## src/core/scs_pkg.sv

```systemverilog
package scs_pkg;

   // Step opcodes
   typedef enum logic [3:0] {
      SCS_OP_DELAY   = 4'h0,
      SCS_OP_CS_ON   = 4'h1,
      SCS_OP_CS_OFF  = 4'h2,
      SCS_OP_WRITE   = 4'h3,
      SCS_OP_VREAD   = 4'h4,
      SCS_OP_VWRITE  = 4'h5,
      SCS_OP_VAND    = 4'h6,
      SCS_OP_VOR     = 4'h7,
      SCS_OP_VXOR    = 4'h8
   } scs_op_t;

   localparam int SCS_BUF_BYTES  = 16;
   localparam int SCS_MAX_STEPS  = 16;
   localparam int SCS_STEP_W     = 4;
   localparam int SCS_CNT_W      = 5;

   // Timing
   localparam int SCS_CLK_HZ     = 20000000;
   localparam int SCS_MS_PER_S   = 1000;
   localparam int SCS_TICKS_MS   = SCS_CLK_HZ / SCS_MS_PER_S;
   localparam int SCS_SCK_HALF   = 2;

   localparam logic [4:0] SCS_MAX_COUNT = 5'h10;

   // One step of a list
   typedef struct packed {
      scs_op_t    op;
      logic [15:0] value0;
      logic [7:0]  value1;
   } scs_step_t;

   // SPI pins toward the flash
   typedef struct packed {
      logic csN;
      logic sck;
      logic mosi;
   } scs_spi_t;

endpackage

```

## src/core/scs_sequencer.sv

```systemverilog
`timescale 1ns/1ps
// Behaviour
// - Chip-select on step drives select low and keeps it low until an off step.
// - Chip-select off step drives select high, ending the flash transaction.
// - Write step shifts exactly the counted bytes out, in stream order; max 16.
// - Buffered read stores count bytes from SPI into scratch from the offset; max 16.
// - Buffered write sends count scratch bytes from the offset; max 16.
// - AND step replaces the indexed scratch byte with its AND against the value.
// - OR step replaces the indexed scratch byte with its OR against the value.
// - XOR step replaces the indexed scratch byte with its XOR against the value.
// - Init list runs during connect, before any programming.
// - Exit list runs only after programming has completed.
module scs_sequencer
   import scs_pkg::*;
#(
   parameter int MsTicks = SCS_TICKS_MS
)
(
   // Clock and reset
   input  wire logic                       clk,
   input  wire logic                       rst,
   // Host control
   input  wire logic                       connectReq,
   input  wire logic                       progDone,
   output logic                            initDone,
   output logic                            exitDone,
   output logic                            busy,
   output logic                            stepError,
   // Step lists, loaded by the host
   input  wire scs_pkg::scs_step_t         initSteps [SCS_MAX_STEPS],
   input  wire logic [SCS_STEP_W:0]        numInitSteps,
   input  wire scs_pkg::scs_step_t         exitSteps [SCS_MAX_STEPS],
   input  wire logic [SCS_STEP_W:0]        numExitSteps,
   // Byte stream of write steps
   input  wire logic [7:0]                 streamByte,
   input  wire logic                       streamValid,
   output logic                            streamTake,
   // Scratch buffer view
   output logic [7:0]                      scratchOut [SCS_BUF_BYTES],
   // SPI pins
   output scs_pkg::scs_spi_t               spi,
   input  wire logic                       miso
);
   import scs_pkg::*;

   typedef enum logic [6:0] {
      S_IDLE  = 7'b0000001,
      S_FETCH = 7'b0000010,
      S_EXEC  = 7'b0000100,
      S_BYTE  = 7'b0001000,
      S_WAITB = 7'b0010000,
      S_DELAY = 7'b0100000,
      S_NEXT  = 7'b1000000
   } scs_state_t;

   scs_state_t            st_q, st_d;
   logic                  inExit_q, inExit_d;
   logic [SCS_STEP_W:0]   idx_q, idx_d;
   scs_step_t             cur_q, cur_d;
   logic [SCS_CNT_W-1:0]  cnt_q, cnt_d;
   logic [3:0]            pos_q, pos_d;
   logic [15:0]           ms_q, ms_d;
   logic [31:0]           tick_q, tick_d;
   logic                  csN_q, csN_d;
   logic                  initDone_q, initDone_d;
   logic                  exitDone_q, exitDone_d;
   logic                  err_q, err_d;
   logic                  take_q, take_d;
   logic                  busy_q, busy_d;
   logic                  cntOver;
   logic [7:0]            buf_q [SCS_BUF_BYTES];
   logic [7:0]            buf_d [SCS_BUF_BYTES];
   logic                  shStart;
   logic [7:0]            shTx;
   logic                  shDone;
   logic [7:0]            shRx;
   logic                  sckW;
   logic                  mosiW;
   logic [SCS_STEP_W:0]   listLen;
   scs_step_t             listStep;

   assign listLen  = inExit_q ? numExitSteps : numInitSteps;
   assign listStep = inExit_q ? exitSteps[idx_q[SCS_STEP_W-1:0]]
                              : initSteps[idx_q[SCS_STEP_W-1:0]];

   scs_byte_shifter u_shift (
      .clk    (clk),
      .rst    (rst),
      .start  (shStart),
      .txByte (shTx),
      .done   (shDone),
      .rxByte (shRx),
      .sck    (sckW),
      .mosi   (mosiW),
      .miso   (miso)
   );

   always_comb begin
      st_d       = st_q;
      inExit_d   = inExit_q;
      idx_d      = idx_q;
      cur_d      = cur_q;
      cnt_d      = cnt_q;
      pos_d      = pos_q;
      ms_d       = ms_q;
      tick_d     = tick_q;
      csN_d      = csN_q;
      initDone_d = initDone_q;
      exitDone_d = exitDone_q;
      err_d      = err_q;
      take_d     = 1'b0;
      buf_d      = buf_q;
      shStart    = 1'b0;
      shTx       = 8'h00;
      // Full-width count test, so a large count cannot wrap into range
      cntOver    = (cur_q.op == SCS_OP_WRITE) ? (cur_q.value0 > 16'(SCS_MAX_COUNT))
                                              : (cur_q.value1 > 8'(SCS_MAX_COUNT));
      // Disconnect clears the done flags; a same-cycle finish still sets them
      if (!connectReq) begin
         initDone_d = 1'b0;
         exitDone_d = 1'b0;
      end
      case (st_q)
         S_IDLE: begin
            if (connectReq && !initDone_q) begin
               inExit_d = 1'b0;
               idx_d    = '0;
               st_d     = S_FETCH;
            end else if (progDone && initDone_q && !exitDone_q) begin
               inExit_d = 1'b1;
               idx_d    = '0;
               st_d     = S_FETCH;
            end
         end
         S_FETCH: begin
            if (idx_q >= listLen) begin
               if (inExit_q) begin
                  exitDone_d = 1'b1;
               end else begin
                  initDone_d = 1'b1;
               end
               st_d = S_IDLE;
            end else begin
               cur_d = listStep;
               st_d  = S_EXEC;
            end
         end
         S_EXEC: begin
            pos_d = cur_q.value0[3:0];
            cnt_d = (cur_q.op == SCS_OP_WRITE) ? cur_q.value0[SCS_CNT_W-1:0]
                                               : cur_q.value1[SCS_CNT_W-1:0];
            st_d  = S_NEXT;
            case (cur_q.op)
               SCS_OP_DELAY: begin
                  ms_d   = cur_q.value0;
                  tick_d = '0;
                  st_d   = S_DELAY;
               end
               SCS_OP_CS_ON:  csN_d = 1'b0;
               SCS_OP_CS_OFF: csN_d = 1'b1;
               SCS_OP_WRITE, SCS_OP_VREAD, SCS_OP_VWRITE: begin
                  if (cntOver) begin
                     err_d = 1'b1;
                  end else begin
                     st_d = S_BYTE;
                  end
               end
               SCS_OP_VAND: buf_d[cur_q.value0[3:0]] =
                  buf_q[cur_q.value0[3:0]] & cur_q.value1;
               SCS_OP_VOR:  buf_d[cur_q.value0[3:0]] =
                  buf_q[cur_q.value0[3:0]] | cur_q.value1;
               SCS_OP_VXOR: buf_d[cur_q.value0[3:0]] =
                  buf_q[cur_q.value0[3:0]] ^ cur_q.value1;
               default: err_d = 1'b1;
            endcase
         end
         S_BYTE: begin
            if (cnt_q == '0) begin
               st_d = S_NEXT;
            end else if (cur_q.op == SCS_OP_WRITE) begin
               if (streamValid) begin
                  shStart = 1'b1;
                  shTx    = streamByte;
                  take_d  = 1'b1;
                  st_d    = S_WAITB;
               end
            end else begin
               shStart = 1'b1;
               shTx    = (cur_q.op == SCS_OP_VWRITE) ? buf_q[pos_q] : 8'hFF;
               st_d    = S_WAITB;
            end
         end
         S_WAITB: begin
            if (shDone) begin
               if (cur_q.op == SCS_OP_VREAD) begin
                  buf_d[pos_q] = shRx;
               end
               pos_d = pos_q + 4'h1;
               cnt_d = cnt_q - 5'h01;
               st_d  = S_BYTE;
            end
         end
         S_DELAY: begin
            if (ms_q == '0) begin
               st_d = S_NEXT;
            end else if (tick_q == 32'(MsTicks - 1)) begin
               tick_d = '0;
               ms_d   = ms_q - 16'h0001;
            end else begin
               tick_d = tick_q + 32'h1;
            end
         end
         S_NEXT: begin
            idx_d = idx_q + 1'b1;
            st_d  = S_FETCH;
         end
         default: st_d = S_IDLE;
      endcase
      busy_d = (st_d != S_IDLE);
   end

   always_ff @(posedge clk) begin
      if (rst) begin
         st_q       <= S_IDLE;
         inExit_q   <= 1'b0;
         idx_q      <= '0;
         cur_q      <= '0;
         cnt_q      <= '0;
         pos_q      <= '0;
         ms_q       <= '0;
         tick_q     <= '0;
         csN_q      <= 1'b1;
         initDone_q <= 1'b0;
         exitDone_q <= 1'b0;
         err_q      <= 1'b0;
         take_q     <= 1'b0;
         busy_q     <= 1'b0;
         for (int i = 0; i < SCS_BUF_BYTES; i++) begin
            buf_q[i] <= 8'h00;
         end
      end else begin
         st_q       <= st_d;
         inExit_q   <= inExit_d;
         idx_q      <= idx_d;
         cur_q      <= cur_d;
         cnt_q      <= cnt_d;
         pos_q      <= pos_d;
         ms_q       <= ms_d;
         tick_q     <= tick_d;
         csN_q      <= csN_d;
         initDone_q <= initDone_d;
         exitDone_q <= exitDone_d;
         err_q      <= err_d;
         take_q     <= take_d;
         busy_q     <= busy_d;
         buf_q      <= buf_d;
      end
   end

   assign initDone   = initDone_q;
   assign exitDone   = exitDone_q;
   assign busy       = busy_q;
   assign stepError  = err_q;
   assign streamTake = take_q;
   assign scratchOut = buf_q;
   assign spi.csN    = csN_q;
   assign spi.sck    = sckW;
   assign spi.mosi   = mosiW;
endmodule

```

## src/core/scs_byte_shifter.sv

```systemverilog
`timescale 1ns/1ps
module scs_byte_shifter
   import scs_pkg::*;
(
   // Clock and reset
   input  wire logic       clk,
   input  wire logic       rst,
   // Byte request
   input  wire logic       start,
   input  wire logic [7:0] txByte,
   output logic            done,
   output logic [7:0]      rxByte,
   // SPI data pins
   output logic            sck,
   output logic            mosi,
   input  wire logic       miso
);
   import scs_pkg::*;

   // Mode 0, MSB first
   logic       busy_q, busy_d;
   logic [2:0] bit_q, bit_d;
   logic [7:0] sh_q, sh_d;
   logic [7:0] rx_q, rx_d;
   logic [1:0] div_q, div_d;
   logic       sck_q, sck_d;
   logic       done_q, done_d;

   always_comb begin
      busy_d = busy_q;
      bit_d  = bit_q;
      sh_d   = sh_q;
      rx_d   = rx_q;
      div_d  = div_q;
      sck_d  = sck_q;
      done_d = 1'b0;
      if (!busy_q) begin
         if (start) begin
            busy_d = 1'b1;
            sh_d   = txByte;
            bit_d  = 3'h7;
            div_d  = 2'h0;
         end
      end else if (div_q == 2'(SCS_SCK_HALF - 1)) begin
         div_d = 2'h0;
         sck_d = !sck_q;
         if (!sck_q) begin
            rx_d = {rx_q[6:0], miso};
         end else begin
            sh_d  = {sh_q[6:0], 1'b0};
            bit_d = bit_q - 3'h1;
            if (bit_q == 3'h0) begin
               busy_d = 1'b0;
               done_d = 1'b1;
            end
         end
      end else begin
         div_d = div_q + 2'h1;
      end
   end

   always_ff @(posedge clk) begin
      if (rst) begin
         busy_q <= 1'b0;
         bit_q  <= 3'h0;
         sh_q   <= 8'h00;
         rx_q   <= 8'h00;
         div_q  <= 2'h0;
         sck_q  <= 1'b0;
         done_q <= 1'b0;
      end else begin
         busy_q <= busy_d;
         bit_q  <= bit_d;
         sh_q   <= sh_d;
         rx_q   <= rx_d;
         div_q  <= div_d;
         sck_q  <= sck_d;
         done_q <= done_d;
      end
   end

   assign done   = done_q;
   assign rxByte = rx_q;
   assign sck    = sck_q;
   assign mosi   = sh_q[7];
endmodule

```

## config.mk

```make
export PLATFORM = sky130hd
export DESIGN_NAME = scs_sequencer
export DESIGN_NICKNAME = d
export VERILOG_FILES = /design/src/core/scs_pkg.sv /design/src/core/scs_sequencer.sv /design/src/core/scs_byte_shifter.sv
export SDC_FILE = /design/constraint.sdc
export NUM_CORES = 1
export LEC_CHECK = 0
export BUFFER_PORTS_ARGS = -buffer_cell sky130_fd_sc_hd__buf_4
export CORE_AREA = 2 2 413 415
export CTS_BUF_LIST = sky130_fd_sc_hd__clkbuf_16
export DETAILED_ROUTE_END_ITERATION = 12
export DIE_AREA = 0 0 415 417
export GPL_ROUTABILITY_DRIVEN = 0
export PLACE_DENSITY = 0.4
export REMOVE_ABC_BUFFERS = 1
export SLEW_MARGIN = 10
export SYNTH_ARGS = -nofsm -noshare
export SYNTH_HDL_FRONTEND = slang
export SYNTH_SLANG_ARGS = --single-unit
```

## constraint.sdc

```tcl
create_clock -name clk -period 6.6 [get_ports clk]
set_input_delay 0.66 -clock clk [delete_from_list [all_inputs] [get_ports clk]]
set_output_delay 0.66 -clock clk [all_outputs]
set_load 0.005 [all_outputs]
```

==> flow_results.org <==
** Route
- DRC violation total after the first TritonRoute iteration :: 3241
- Number of vias in the routed layout :: 30567
- Sum of routed wire length over all layers :: 203000 um
- Using the TritonRoute via totals, the vias-per-cell ratio works out to 5.18.
- WL per Instance :: 34.5 um
- DRC Markers :: 0
- The detail route stage leaves a number of antenna-violating nets equal to 0.
- Drt pass-1 iters :: 5

** Clock tree
- After clock tree synthesis, the clock-pin slew on the worst setup and hold paths is 0.06 ns.
- Clock Path Buffers :: 3
- CTS placed an instance of sky130_fd_sc_hd__clkbuf_16 at the clock tree root.
- The clock reaches the later pin of the worst-skew pair after 0.59 ns.
- CTS built an H-tree with a depth of 2.
- Buffers inserted to repair hold after CTS numbered 0.
- TritonCTS clock tree :: built
- In this run, post-CTS repair resized a total of 0 instances.
- After clock tree synthesis, the setup repair step added 0 buffers.
- Total clock sinks :: 256
- Counting the buffers created by CTS gives 34.

** Critical path
- WS Path Type :: reg -> reg
- Maximum single-stage delay on the critical path :: 0.95 ns
- In this design, the largest share of critical-path delay is due to compound AO/OA/AOI/OAI gates.
- The critical path starts at cur_q[8]$_SDFFE_PP0P_.
- Arrival time of the worst setup path :: 4.63 ns
- STA classifies the critical path endpoint as a register.
- Slowest stage cell, crit path :: sky130_fd_sc_hd__a2bb2oi_2
- The worst setup path is launched from a register.
- Cell-by-cell trace of the critical path :: buf_4 -> mux4_2 -> mux4_2 -> inv_1 -> ha_1 -> a2bb2oi_2 -> a21oi_1 -> o21ai_0 -> a311oi_1
- Most repeated library cell on the critical path :: sky130_fd_sc_hd__mux4_2
- Buffers & Inverters on Critical Path :: 2
- The startpoint identified for the worst register-to-register timing path is cur_q[8]$_SDFFE_PP0P_.
- In this run the worst path has a maximum fanout of 20.
- Data on the critical path is required at its endpoint by 7.03 ns.

** Final layout
- After filler insertion, the fill cell instance count of the layout stands at 18632.
- Share of post-route cells with drive strength above 1 :: 40.6%
- The library cell used most frequently in the layout, excluding fill and tap cells, is sky130_fd_sc_hd__buf_4.
- Post-route insts no fill :: 5899
- P&R area growth vs syn :: 43.9%
- Commonest non-fill, non-tap cells in the layout :: sky130_fd_sc_hd__buf_4 (1137), sky130_fd_sc_hd__dfxtp_1 (247), sky130_fd_sc_hd__mux4_2 (222)
- NumNets Final :: 4590

** STA
- The count of endpoints failing hold in the final timing report is 0.
- Period utilization :: 63.7%
- At the pin with the least slew margin, the transition time is 1.29 ns.
- Post-Route Skew :: 0.0441 ns
- Fmax achieved :: 0.238 GHz
- Setup violators final :: 0
- The clock period could shrink to 4.21 ns.
- The number of max-slew violations in the final report came to 0.
- Headroom to the max-slew limit :: 13.9%
- Setup repair after global routing left no endpoint under its margin.

** Outcome
- Run status :: finished, final reports clean

** Yosys
- Number of flops mapped to enable cells by yosys :: 0
- Cell variety after synth :: 92
- Largest area contributor in the netlist :: sky130_fd_sc_hd__dfxtp_1
- Counting flops and latches in the post-synthesis netlist gives 256.
- In this run the biggest area consumer among cell types represents 20.3% of the synthesized area.
- A synthesized cell averages 8.94 um2.
- Synth Instances :: 2821
- Number of warnings issued by yosys :: 0
- Combined area of all synthesized cells :: 25200 um2
- Sorting the synthesized cells by area gives the leading types as sky130_fd_sc_hd__dfxtp_1 (20%), sky130_fd_sc_hd__mux4_2 (20%), sky130_fd_sc_hd__mux2i_1 (8.3%), sky130_fd_sc_hd__a311oi_1 (4.7%), sky130_fd_sc_hd__and3_1 (4.4%).
- Top_reg_cell synth :: sky130_fd_sc_hd__dfxtp_1
- Of the synthesized area, sequential elements account for 20.3%.
- Proportion of register bits with asynchronous set or reset after synthesis :: 0%

** Power and ir drop
- Static Leakage :: 12.7 nW
- Worst ir drop on vdd :: 0.130 mV
- Power comes to 4.50 mW.
- Dividing total power by cell area gives a power density of 124 nW/um2.

** GRT
- Largest net degree at the start of global routing :: 154
- Wire length of the first global-routing pass :: 271000 um
- Via count of the first global-routing pass :: 29909
- GRT Overall Usage :: 22.5%
- For this run the aggregate overflow at the end of global routing stands at 0.
- The initial antenna violation count was 65.

** Hold path
- Path type of the worst min-delay path :: in -> reg
- Hold Startpoint :: connectReq

** Placed design
- The count of buffers added on input and output ports is 1055.
- Detailed placement ended at an HPWL of 161000 um.
- Cell count after placement :: 5820

** Floorplanning
- Measured along the y axis, the die boundary spans 417 um.
- The die covers 173000 um2.
- Number of placement rows :: 151
- The die is 415 um wide.
- The initial utilization of the core area, before any placement, comes to 15.0%.
- Core Area :: 169000 um2
- Number of top-level pins :: 1056

** Flow run
- The tool flagged a number of max-cap violations equal to 0.
==> Yosys cell counts, drive strengths merged, types with 84 or more instances <==
master  number
dfxtp      256
clkbuf     248
mux4       222
a21oi      216
mux2i      212
o21ai      191
nand3      177
and3       176
a31oi      154
a311oi     136
buf        114
nand2       84
==> layer usage <==
layer,vias up,global-route usage [%],share of wire (%)
met5,-,0,0.10
met4,30,7.55,3.9
met3,277,4.72,7.2
met2,1659,37.4,47
met1,15501,28.7,41
li1,13100,-,-
==> stage by stage <==
step | setup slack (ns) | hold slack (ns) | utilization (%) | instance area [um2] | TNS, ns
4_1_cts | 2.40 | 0.292 | 21.5 | 36200 | 0
3_5_place_dp | 2.40 | 0.428 | 20.9 | 35200 | 0
2_1_floorplan | -6.53 | 0.398 | - | 23600 | -541.42
6_report | 2.39 | 0.320 | 21.5 | 36300 | 0
5_1_grt | 2.20 | 0.305 | 21.5 | 36300 | 0
3_3_place_gp | 2.36 | 0.429 | 20.9 | 35200 | 0
==> worst register-to-register path, stage by stage, from the launching register on <==
cell and delay [ns]:
sky130_fd_sc_hd__dfxtp_2 0.76, sky130_fd_sc_hd__buf_4 0.50, sky130_fd_sc_hd__mux4_2 0.54, sky130_fd_sc_hd__mux4_2 0.50
sky130_fd_sc_hd__inv_1 0.07, sky130_fd_sc_hd__ha_1 0.23, sky130_fd_sc_hd__a2bb2oi_2 0.95, sky130_fd_sc_hd__a21oi_1 0.18
sky130_fd_sc_hd__o21ai_0 0.22, sky130_fd_sc_hd__a311oi_1 0.12
==> power breakdown <==
part | switching, mW | internal, mW | leakage (nW) | total, mW
combinational | 0.501 | 0.529 | 10.1 | 1.03
sequential | 0.0259 | 1.55 | 2.07 | 1.58
clock | 0.835 | 1.06 | 0.543 | 1.90
==> registers in the layout, summed over array words and instances, names as in the netlist, 2 cells and up <==
register and cells:
u_shift.bit_q 3, tick_q 32, st_q 7, u_shift.sh_q 8, u_shift.rxByte 8, idx_q 5, cur_q 28, cnt_q 5
pos_q 4, u_shift.div_q 2, ms_q 16, scratchOut 128
==> cell families (layout without fill, tap and decap cells) <==
group                    Yosys count  after routing  synth area share [%]
multiplexers                     443            443                  28.7
AO/OA/AOI/OAI                    962            962                  25.8
AND/OR/NAND/NOR                  715            715                  16.2
buffers and inverters            406           1245                  7.16
flip-flops                       256            256                  20.3
other                              0             21                     0
adder cells (fa/ha/maj)           31             31                  1.54
XOR/XNOR                           8              8                 0.278
==> worst paths after layout <==
kind | cells after the start | end | slack [ns]
hold / removal | 2 | inExit_q$_SDFFE_PP0P_ | 0.32
setup / recovery | 9 | scratchOut[49]$_SDFFE_PP0P_ | 2.39
setup reg to reg | 9 | scratchOut[49]$_SDFFE_PP0P_ | 2.39
hold reg to reg | 1 | u_shift.done$_SDFF_PP0_ | 0.44
==> final cells by class <==
class	count	area, um2	area share [%]
antenna	21	52.6	0.145
clock buffer	36	901	2.48
clock inverter	21	159	0.438
inverter	44	166	0.458
multi-input combinational	2159	18400	50.8
sequential	256	5150	14.2
tap	2218	2780	7.65
timing repair buffer	1144	8670	23.9
Note: power is estimated with default switching activity, not from simulation.
